==> config.mk <==
export PLATFORM = sky130hd
export DESIGN_NAME = serial_result_output_port
export DESIGN_NICKNAME = d
export VERILOG_FILES = /design/src/rtl/sd_port_pkg.sv /design/src/rtl/sd_sync.sv /design/src/rtl/sd_fifo.sv /design/src/rtl/serial_result_output_port.sv
export VERILOG_INCLUDE_DIRS = /design/src /design/src/rtl
export SDC_FILE = /design/constraint.sdc
export NUM_CORES = 1
export LEC_CHECK = 0
export BUFFER_PORTS_ARGS = -buffer_cell sky130_fd_sc_hd__buf_2
export CAP_MARGIN = 0
export CORE_ASPECT_RATIO = 0.6
export CORE_UTILIZATION = 60
export DETAILED_ROUTE_END_ITERATION = 6
export GPL_ROUTABILITY_DRIVEN = 0
export HOLD_SLACK_MARGIN = 0.15
export PLACE_DENSITY = 0.86
export SYNTH_ARGS = -nofsm -noshare
export SYNTH_HDL_FRONTEND = slang
export SYNTH_SLANG_ARGS = --single-unit
==> constraint.sdc <==
create_clock -name pclk -period 6.7 [get_ports pclk]
set_input_delay 0.67 -clock pclk [delete_from_list [all_inputs] [get_ports pclk]]
set_output_delay 0.67 -clock pclk [all_outputs]
set_load 0.005 [all_outputs]
==> src/rtl/sd_port_regs.svh <==
// Register offsets, field positions and reset values of the serial result output port
`ifndef SD_PORT_REGS_SVH
`define SD_PORT_REGS_SVH

// Byte addresses on the register bus
`define SD_CTRL_OFFSET        12'h000
`define SD_TMDELAY_OFFSET     12'h004
`define SD_STATUS_OFFSET      12'h008

// Control register fields
`define SD_CTRL_LANES_LSB     0
`define SD_CTRL_LANES_MSB     1
`define SD_CTRL_RESET         2'h0

// Timing mark delay register
`define SD_TMDELAY_WIDTH      24
`define SD_TMDELAY_RESET      24'h000000

// Status register fields
`define SD_STAT_COUNT_LSB     0
`define SD_STAT_COUNT_MSB     3
`define SD_STAT_BUSY_BIT      4
`define SD_STAT_TMPEND_BIT    5
`define SD_STAT_TMRUN_BIT     6

// Output word layout
`define SD_WORD_WIDTH         32
`define SD_DATA_WIDTH         24
`define SD_FAULT_BIT          31
`define SD_LANE_MSB           30
`define SD_LANE_LSB           29
`define SD_TMARK_BIT          28
`define SD_OVR_BIT            27
`define SD_LAST_BIT_INDEX     6'h1F

`endif

==> src/rtl/sd_port_pkg.sv <==
// Types shared by the serial result output port
package sd_port_pkg;

  typedef logic [1:0]  lane_t;
  typedef logic [23:0] sample_t;
  typedef logic [31:0] word_t;

  // Transaction states; only ST_IDLE to ST_SHIFT and ST_SHIFT to ST_FINISH change a single bit
  typedef enum logic [1:0] {
    ST_IDLE   = 2'b00,
    ST_SHIFT  = 2'b01,
    ST_FINISH = 2'b11
  } xfer_state_t;

endpackage

==> src/rtl/sd_sync.sv <==
// Two-flop synchroniser for a group of asynchronous levels
`timescale 1ns/1ns
module sd_sync #(
  parameter int WIDTH = 1
) (
  input  wire logic             pclk,
  input  wire logic             presetn,
  input  wire logic [WIDTH-1:0] async_in,
  output logic      [WIDTH-1:0] sync_out
);

  logic [WIDTH-1:0] stage1_reg;

  // First stage feeds only the second stage
  always_ff @(posedge pclk or negedge presetn) begin
    if (!presetn) begin
      stage1_reg <= '0;
      sync_out   <= '0;
    end else begin
      stage1_reg <= async_in;
      sync_out   <= stage1_reg;
    end
  end

endmodule

==> src/rtl/sd_fifo.sv <==
// Word FIFO that drops its oldest entry when written while full
`timescale 1ns/1ns
module sd_fifo #(
  parameter int WIDTH = 32,
  parameter int DEPTH = 8
) (
  input  wire logic                   pclk,
  input  wire logic                   presetn,
  input  wire logic                   push,
  input  wire logic [WIDTH-1:0]       push_data,
  input  wire logic                   pop,
  output logic      [WIDTH-1:0]       head_data,
  output logic                        empty,
  output logic                        full,
  output logic      [$clog2(DEPTH):0] count
);

  localparam int AW = $clog2(DEPTH);

  logic [WIDTH-1:0] mem [DEPTH];
  logic [AW-1:0]    wr_ptr_reg;
  logic [AW-1:0]    rd_ptr_reg;
  logic [AW:0]      count_reg;
  logic [AW-1:0]    wr_ptr_next;
  logic [AW-1:0]    rd_ptr_next;
  logic [AW:0]      count_next;
  logic             do_pop;
  logic             drop_oldest;

  // Pointer and count update; a push into a full FIFO overwrites the oldest
  always_comb begin
    do_pop      = pop && (count_reg != '0);
    drop_oldest = push && !do_pop && (count_reg == (AW+1)'(DEPTH));
    wr_ptr_next = wr_ptr_reg;
    rd_ptr_next = rd_ptr_reg;
    count_next  = count_reg;
    if (push) begin
      wr_ptr_next = (wr_ptr_reg == AW'(DEPTH-1)) ? '0 : wr_ptr_reg + AW'(1);
    end
    if (do_pop || drop_oldest) begin
      rd_ptr_next = (rd_ptr_reg == AW'(DEPTH-1)) ? '0 : rd_ptr_reg + AW'(1);
    end
    if (push && !do_pop && !drop_oldest) begin
      count_next = count_reg + (AW+1)'(1);
    end else if (do_pop && !push) begin
      count_next = count_reg - (AW+1)'(1);
    end
  end

  always_ff @(posedge pclk or negedge presetn) begin
    if (!presetn) begin
      wr_ptr_reg <= '0;
      rd_ptr_reg <= '0;
      count_reg  <= '0;
    end else begin
      wr_ptr_reg <= wr_ptr_next;
      rd_ptr_reg <= rd_ptr_next;
      count_reg  <= count_next;
    end
  end

  // Storage has no reset; the count guards every read
  always_ff @(posedge pclk) begin
    if (push) begin
      mem[wr_ptr_reg] <= push_data;
    end
  end

  assign head_data = mem[rd_ptr_reg];
  assign empty     = (count_reg == '0);
  assign full      = (count_reg == (AW+1)'(DEPTH));
  assign count     = count_reg;

endmodule

==> src/rtl/serial_result_output_port.sv <==
// Serial result output port: status tagging, word FIFO, token-started serial shift-out, APB registers
`timescale 1ns/1ns
`include "sd_port_regs.svh"
module serial_result_output_port #(
  parameter int FIFO_DEPTH = 8,
  parameter int LANES      = 4
) (
  input  wire logic                 pclk,
  input  wire logic                 presetn,
  input  wire logic                 psel,
  input  wire logic                 penable,
  input  wire logic                 pwrite,
  input  wire logic [11:0]          paddr,
  input  wire logic [31:0]          pwdata,
  output logic      [31:0]          prdata,
  output logic                      pready,
  output logic                      pslverr,
  input  wire logic                 sample_valid,
  input  wire sd_port_pkg::sample_t sample_data,
  input  wire sd_port_pkg::lane_t   sample_lane,
  input  wire logic [LANES-1:0]     modulator_fault_inputs,
  input  wire logic                 timing_ref_in,
  input  wire logic                 token_in,
  input  wire logic                 serial_clock_in,
  output logic                      data_ready_n,
  output logic                      serial_out,
  output logic                      token_out
);
  import sd_port_pkg::*;

  localparam int CW = $clog2(FIFO_DEPTH) + 1;

  // Lane enable decode, shared by sample gating and timing marks
  function automatic logic lane_enabled(input logic [1:0] setting, input lane_t lane);
    lane_enabled = (setting == 2'h0) ? 1'b1 : (lane < setting);
  endfunction

  // ---------------- Synchronisers and edge detection ----------------
  logic [LANES-1:0] fault_s;
  logic             tok_s;
  logic             sclk_s;
  logic             tref_s;
  logic             tok_d_reg;
  logic             sclk_d_reg;
  logic             tref_d_reg;
  logic             tok_rise;
  logic             sclk_rise;
  logic             sclk_fall;
  logic             tref_rise;

  sd_sync #(.WIDTH(LANES + 3)) u_sync (
    .pclk     (pclk),
    .presetn  (presetn),
    .async_in ({modulator_fault_inputs, timing_ref_in, token_in, serial_clock_in}),
    .sync_out ({fault_s, tref_s, tok_s, sclk_s})
  );

  // Delayed copies of the synchronised levels for edge finding
  always_ff @(posedge pclk or negedge presetn) begin
    if (!presetn) begin
      tok_d_reg  <= 1'b0;
      sclk_d_reg <= 1'b0;
      tref_d_reg <= 1'b0;
    end else begin
      tok_d_reg  <= tok_s;
      sclk_d_reg <= sclk_s;
      tref_d_reg <= tref_s;
    end
  end

  assign tok_rise  = tok_s && !tok_d_reg;
  assign sclk_rise = sclk_s && !sclk_d_reg;
  assign sclk_fall = !sclk_s && sclk_d_reg;
  assign tref_rise = tref_s && !tref_d_reg;

  // ---------------- Register file state ----------------
  logic [1:0]                    lanes_cfg_reg;
  logic [`SD_TMDELAY_WIDTH-1:0]  tm_delay_reg;

  // ---------------- Sample tagging and timing mark ----------------
  logic                          accept;
  logic [`SD_TMDELAY_WIDTH-1:0]  tm_count_reg;
  logic [`SD_TMDELAY_WIDTH-1:0]  tm_count_next;
  logic                          tm_run_reg;
  logic                          tm_run_next;
  logic [LANES-1:0]              tm_pend_reg;
  logic [LANES-1:0]              tm_pend_next;
  logic [LANES-1:0]              enabled_mask;
  logic [LANES-1:0]              tm_set;
  logic [LANES-1:0]              tm_clear;
  logic                          word_mark;
  logic                          overrun;
  word_t                         push_word;
  word_t                         head_word;
  logic                          fifo_empty;
  logic                          fifo_full;
  logic [CW-1:0]                 fifo_count;
  logic                          fifo_pop;

  // Enabled lane mask from the lane setting
  // lane enable decode
  always_comb begin
    for (int i = 0; i < LANES; i++) begin
      enabled_mask[i] = lane_enabled(lanes_cfg_reg, lane_t'(i));
    end
  end

  // Samples of disabled lanes are discarded
  assign accept = sample_valid && lane_enabled(lanes_cfg_reg, sample_lane);

  // Delay counts accepted first-lane samples after the reference edge
  // timing mark arming
  always_comb begin
    tm_count_next = tm_count_reg;
    tm_run_next   = tm_run_reg;
    tm_set        = '0;
    if (tref_rise) begin
      if (tm_delay_reg == '0) begin
        tm_set      = enabled_mask;
        tm_run_next = 1'b0;
      end else begin
        tm_count_next = tm_delay_reg;
        tm_run_next   = 1'b1;
      end
    end else if (tm_run_reg && accept && (sample_lane == 2'h0)) begin
      tm_count_next = tm_count_reg - `SD_TMDELAY_WIDTH'(1);
      if (tm_count_reg == `SD_TMDELAY_WIDTH'(1)) begin
        tm_set      = enabled_mask;
        tm_run_next = 1'b0;
      end
    end
  end

  // One marked word per lane; a new set beats the clear
  // self-clearing mark
  always_comb begin
    tm_clear = '0;
    if (accept) begin
      tm_clear[sample_lane] = 1'b1;
    end
    tm_pend_next = (tm_pend_reg & ~tm_clear) | tm_set;
  end

  always_ff @(posedge pclk or negedge presetn) begin
    if (!presetn) begin
      tm_count_reg <= `SD_TMDELAY_RESET;
      tm_run_reg   <= 1'b0;
      tm_pend_reg  <= '0;
    end else begin
      tm_count_reg <= tm_count_next;
      tm_run_reg   <= tm_run_next;
      tm_pend_reg  <= tm_pend_next;
    end
  end

  // Overrun when a push lands on a full FIFO with no pop to make room
  // overrun flag
  assign overrun   = accept && fifo_full && !fifo_pop;
  assign word_mark = tm_pend_reg[sample_lane];

  // Word assembly: fault, lane, mark, overrun, three zero bits, data
  // status byte plus sample
  // fault taken straight from the synchronised lane input
  always_comb begin
    push_word                              = '0;
    push_word[`SD_DATA_WIDTH-1:0]          = sample_data;
    push_word[`SD_FAULT_BIT]               = fault_s[sample_lane];
    push_word[`SD_LANE_MSB:`SD_LANE_LSB]   = sample_lane;
    push_word[`SD_TMARK_BIT]               = word_mark;
    push_word[`SD_OVR_BIT]                 = overrun;
  end

  sd_fifo #(.WIDTH(`SD_WORD_WIDTH), .DEPTH(FIFO_DEPTH)) u_fifo (
    .pclk      (pclk),
    .presetn   (presetn),
    .push      (accept),
    .push_data (push_word),
    .pop       (fifo_pop),
    .head_data (head_word),
    .empty     (fifo_empty),
    .full      (fifo_full),
    .count     (fifo_count)
  );

  // ---------------- Serial transaction engine ----------------
  xfer_state_t state_reg;
  xfer_state_t state_next;
  word_t       shift_reg;
  word_t       shift_next;
  logic [5:0]  bit_cnt_reg;
  logic [5:0]  bit_cnt_next;
  logic        rise_seen_reg;
  logic        rise_seen_next;
  logic        ready_n_reg;
  logic        ready_n_next;
  logic        tok_out_reg;
  logic        tok_out_next;
  logic        sout_reg;
  logic        sout_next;

  // Next word is loaded right after the last rising edge so the MSB is set before the next rise
  always_comb begin
    state_next     = state_reg;
    shift_next     = shift_reg;
    bit_cnt_next   = bit_cnt_reg;
    rise_seen_next = rise_seen_reg;
    ready_n_next   = ready_n_reg;
    tok_out_next   = 1'b0;
    sout_next      = sout_reg;
    fifo_pop       = 1'b0;
    case (state_reg)
      ST_IDLE: begin
        if (tok_rise) begin
          if (!fifo_empty) begin
            fifo_pop       = 1'b1;
            shift_next     = head_word;
            sout_next      = head_word[`SD_WORD_WIDTH-1];
            bit_cnt_next   = '0;
            rise_seen_next = 1'b0;
            ready_n_next   = 1'b0;
            state_next     = ST_SHIFT;
          end else begin
            tok_out_next = 1'b1;
            state_next   = ST_FINISH;
          end
        end
      end
      ST_SHIFT: begin
        if (sclk_rise) begin
          rise_seen_next = 1'b1;
          bit_cnt_next   = bit_cnt_reg + 6'h01;
          if (bit_cnt_reg == `SD_LAST_BIT_INDEX) begin
            if (!fifo_empty) begin
              fifo_pop       = 1'b1;
              shift_next     = head_word;
              sout_next      = head_word[`SD_WORD_WIDTH-1];
              bit_cnt_next   = '0;
              rise_seen_next = 1'b0;
            end else begin
              ready_n_next = 1'b1;
              tok_out_next = 1'b1;
              state_next   = ST_FINISH;
            end
          end
        end else if (sclk_fall && rise_seen_reg) begin
          // MSB first, change on falling edge
          shift_next = {shift_reg[`SD_WORD_WIDTH-2:0], 1'b0};
          sout_next  = shift_reg[`SD_WORD_WIDTH-2];
        end
      end
      ST_FINISH: begin
        state_next = ST_IDLE;
      end
      default: begin
        state_next = ST_IDLE;
      end
    endcase
  end

  always_ff @(posedge pclk or negedge presetn) begin
    if (!presetn) begin
      state_reg     <= ST_IDLE;
      shift_reg     <= '0;
      bit_cnt_reg   <= '0;
      rise_seen_reg <= 1'b0;
      ready_n_reg   <= 1'b1;
      tok_out_reg   <= 1'b0;
      sout_reg      <= 1'b0;
    end else begin
      state_reg     <= state_next;
      shift_reg     <= shift_next;
      bit_cnt_reg   <= bit_cnt_next;
      rise_seen_reg <= rise_seen_next;
      ready_n_reg   <= ready_n_next;
      tok_out_reg   <= tok_out_next;
      sout_reg      <= sout_next;
    end
  end

  assign data_ready_n = ready_n_reg;
  assign token_out    = tok_out_reg;
  assign serial_out   = sout_reg;

  // ---------------- APB slave ----------------
  logic [1:0]                   lanes_cfg_next;
  logic [`SD_TMDELAY_WIDTH-1:0] tm_delay_next;
  logic                         pready_reg;
  logic                         pready_next;
  logic [31:0]                  prdata_reg;
  logic [31:0]                  prdata_next;
  logic                         pslverr_reg;
  logic                         pslverr_next;
  logic                         wr_fire;
  logic                         mapped;

  // Fixed one wait state keeps read data a clean flop output
  always_comb begin
    lanes_cfg_next = lanes_cfg_reg;
    tm_delay_next  = tm_delay_reg;
    pready_next    = psel && penable && !pready_reg;
    prdata_next    = prdata_reg;
    pslverr_next   = 1'b0;
    wr_fire        = psel && penable && pready_reg && pwrite;
    mapped         = 1'b1;
    if (paddr == `SD_CTRL_OFFSET) begin
      prdata_next = {30'h00000000, lanes_cfg_reg};
      if (wr_fire) begin
        lanes_cfg_next = pwdata[`SD_CTRL_LANES_MSB:`SD_CTRL_LANES_LSB];
      end
    end else if (paddr == `SD_TMDELAY_OFFSET) begin
      prdata_next = {8'h00, tm_delay_reg};
      if (wr_fire) begin
        tm_delay_next = pwdata[`SD_TMDELAY_WIDTH-1:0];
      end
    end else if (paddr == `SD_STATUS_OFFSET) begin
      prdata_next                                          = '0;
      prdata_next[`SD_STAT_COUNT_MSB:`SD_STAT_COUNT_LSB]  = 4'(fifo_count);
      prdata_next[`SD_STAT_BUSY_BIT]                       = !ready_n_reg;
      prdata_next[`SD_STAT_TMPEND_BIT]                     = |tm_pend_reg;
      prdata_next[`SD_STAT_TMRUN_BIT]                      = tm_run_reg;
    end else begin
      mapped      = 1'b0;
      prdata_next = '0;
    end
    if (pwrite || !pready_next) begin
      prdata_next = pwrite ? 32'h00000000 : prdata_reg;
    end
    if (pready_next) begin
      pslverr_next = !mapped;
    end
  end

  always_ff @(posedge pclk or negedge presetn) begin
    if (!presetn) begin
      lanes_cfg_reg <= `SD_CTRL_RESET;
      tm_delay_reg  <= `SD_TMDELAY_RESET;
      pready_reg    <= 1'b0;
      prdata_reg    <= 32'h00000000;
      pslverr_reg   <= 1'b0;
    end else begin
      lanes_cfg_reg <= lanes_cfg_next;
      tm_delay_reg  <= tm_delay_next;
      pready_reg    <= pready_next;
      prdata_reg    <= prdata_next;
      pslverr_reg   <= pslverr_next;
    end
  end

  assign pready  = pready_reg;
  assign prdata  = prdata_reg;
  assign pslverr = pslverr_reg;

endmodule

==> flow_summary.ini <==
[sta]
finalSetupTns_ns = 0
crit_share_post_route = 0.466
fmax_mhz = 320
worst-slew-pin-transition_ns = 1.22
rsz0062_at_grt = no
finalWorstSetupSlack_ns = 3.58
report.final.setup_viol = 0
final_max_slew_viol_count = 0
hold_viol_final = 0
slew_headroom = 0.182
final.setup_skew_ns = 0.0194
finalWorstPathRequiredPeriod_ns = 3.12

[floorplan]
floorplan.die.height_um = 127
placeable_core_region_sq_um = 25500
core.rowCount = 45
die_width_um = 211
initial_utilization = 0.616
num_io_pins = 120
fp.dieArea_sq_um = 26800

[logic_synthesis]
synth_top_cell_by_area = edfxtp_1
yosysSeqAreaShare = 0.684
syn_area_per_cell_sq_um = 16.3
synth.ff_latch_count = 383
post_synth_inst_count = 966
synthesis.area_sq_um = 15700
post_synth_edffs = 232
primary_ff_master_synth = edfxtp_1
yosys_warnings = 0
netlist-cell-type-count = 74
yosys_top_cell_area_share = 0.444
synth.area.top_cells = edfxtp_1 44%, dfrtp_1 24%, mux4_2 8.6%
asyncSetResetFlopFracSynth = 0.394

[critical_path]
startpoint_type = register
setup.reg_to_reg.worst_slack_ns = 3.58
rr_endpoint = u_fifo.count[3]$_DFFE_PN0P_
arrival_ns = 3.56
r2r.worst_path.cells = 13
crit-reg2reg-launch = lanes_cfg_reg[1]$_DFFE_PN0P_
timing.critical_path.to_type = register
worstPathMaxFanout = 18
required_ns = 7.14
path_class = reg2reg

[power_and_ir_drop]
irDropWorstVdd_mv = 0.216
clkPwrFrac = 0.298
fraction_of_power_consumed_by_combinational_cells = 0.207
p_switching_mw = 1.70
netSwitchingFraction = 0.275
cellInternalPower_mw = 4.46
power.static_leakage_nw = 6.61
power_per_cell_area_nw_per_um2 = 350
power_frac_seq = 0.495

[routing]
wire_per_inst_um = 23.1
drc = 0
vias = 9274
ant_nets = 0
viasPerCell = 6.40
number_of_design_rule_violations_left_by_the_first_detailed_router_iteration = 993
drtPass1Iterations = 5
postRouteWirelength_mm = 33.4

[grt]
grt_util_met2 = 0.370
grt.total_usage = 0.259
global_route.peak_usage_layer = met1
global_route.usage.met3 = 0.0649
grt_pass1_wl_mm = 52.5
grt.overflow.total = 0
met1_demand_to_capacity_share_in_global_routing = 0.406
grt_pass1_vias = 9132
grt_max_degree = 86
grt_antenna_before_repair = 3

[clock_tree]
cts_hold_buffers = 0
cts.repair.resized = 0
post_cts_buffers = 0
ctsHtreeMaxLevel = 2
clockRootBuffer = clkbuf_16
worst_setup_hold_path_clk_slew_ns = 0.07
clock_network_latency_to_the_later_pin_of_the_worst_skew_pair_ns = 0.52
cts.sinks = 383
numCtsBuffers = 34
clockBufferDepth = 3
tritoncts = yes

[layout]
final_common_cell = edfxtp_1
drive_above_1_share = 0.282
antennaDiodeCount = 0
layout-area-overhead-vs-synth_pct = 12.1
largest_register_ff_count = 232
finalNetCount = 1168
layout_common_cells = 232 x edfxtp_1, 147 x dfrtp_1, 102 x buf_2

[run]
timing.max_cap.violations = 0

[place]
post-place-ws_ns = 3.35
detailedPlacementHpwl_mm = 20.4
port-buffer-count = 103

[hold_path]
hp-class = in2async

[run_status]
status = complete, no violations
logic make-up (layout without fill, tap and decap cells):
kind of cell,count (synthesis),count (layout),synth area share
AOI/OAI and AO/OA,155,155,0.0771
DFF,383,383,0.684
buffers and inverters,72,195,0.0216
and+or+nand+nor,216,216,0.0750
adders and majority gates,13,13,0.0108
muxes,123,123,0.129
xor gates and xnor gates,3,3,0.00167
other,1,8,0.000239
worst max-delay path by stage:
stage / from / to / slack, ns / cells past startpoint
2_1_floorplan: sample_lane[1] / u_fifo.mem[4][0]$_DFFE_PP_ / 1.63 / 5
3_3_place_gp: sample_lane[1] / u_fifo.count[3]$_DFFE_PN0P_ / 3.49 / 13
3_5_place_dp: sample_lane[1] / u_fifo.count[3]$_DFFE_PN0P_ / 3.35 / 13
4_1_cts: bit_cnt_reg[0]$_DFFE_PN0P_ / u_fifo.count[3]$_DFFE_PN0P_ / 3.61 / 11
5_1_grt: bit_cnt_reg[0]$_DFFE_PN0P_ / u_fifo.count[3]$_DFFE_PN0P_ / 3.38 / 11
6_report: lanes_cfg_reg[1]$_DFFE_PN0P_ / u_fifo.count[3]$_DFFE_PN0P_ / 3.58 / 13
final cells by class:
class                           count  area (sq um)
Clock buffer                       51           966
Clock inverter                      9          58.8
Fill cell                        1596          7900
Inverter                           17          63.8
Multi-Input combinational cell    518          4690
Sequential cell                   383         10800
Tap cell                          352           440
Timing Repair Buffer              118           634
per-layer routing:
metal	share of wire	vias to the layer above
met5	0.00078	-
met3	0.098	65
li1	-	4014
met4	0.016	6
met2	0.45	451
met1	0.44	4738
worst max-delay path, stage by stage (launching register included):
cell and delay [ns]:
dfrtp_1 0.39, inv_1 0.14, ha_1 0.27, nand2b_1 0.24, o311ai_2 0.13, buf_4 0.23
a21oi_1 0.24, nand2b_1 0.17, ha_1 0.30, a21o_1 0.18, a21oi_1 0.27, nor3_1 0.08
mux2_4 0.28, a21oi_1 0.13
Yosys cell counts (6+ instances only):
cell type,count
edfxtp_1,232
dfrtp_1,150
nand2_1,74
mux4_2,60
mux2_2,29
mux2i_1,29
o21ai_0,25
o221a_2,24
clkbuf_1,22
nand3_1,22
buf_2,19
nor3_1,19
a22o_1,18
nor2_1,18
inv_1,17
a21oi_1,14
nand2b_1,14
ha_1,12
nor4_1,12
o22ai_1,11
buf_4,10
nor2b_1,10
o211ai_1,10
o311ai_0,10
a22oi_1,8
or2_2,6
per-stage QoR:
step                      hold WS, ns   util  power (mW)  instances  area (sq um)
after CTS                       0.174  0.690        6.19       1448         17600
after detailed placement        0.339  0.650        4.35       1388         16600
after global routing            0.192  0.690        6.40       1448         17600
after floorplan                 0.331      -        3.98        973         15700
final                           0.138  0.690        6.16       1448         17600
after global placement          0.335  0.650        4.28       1388         16600
power groups by stage:
stage | logic (mW) | clock network (mW) | registers [mW]
2_1_floorplan | 1.03 | 0 | 2.95
3_3_place_gp | 1.22 | 0 | 3.06
3_5_place_dp | 1.27 | 0 | 3.08
4_1_cts | 1.29 | 1.86 | 3.04
5_1_grt | 1.38 | 1.94 | 3.08
6_report | 1.28 | 1.83 | 3.05
Note: power is estimated with default switching activity, not from simulation.
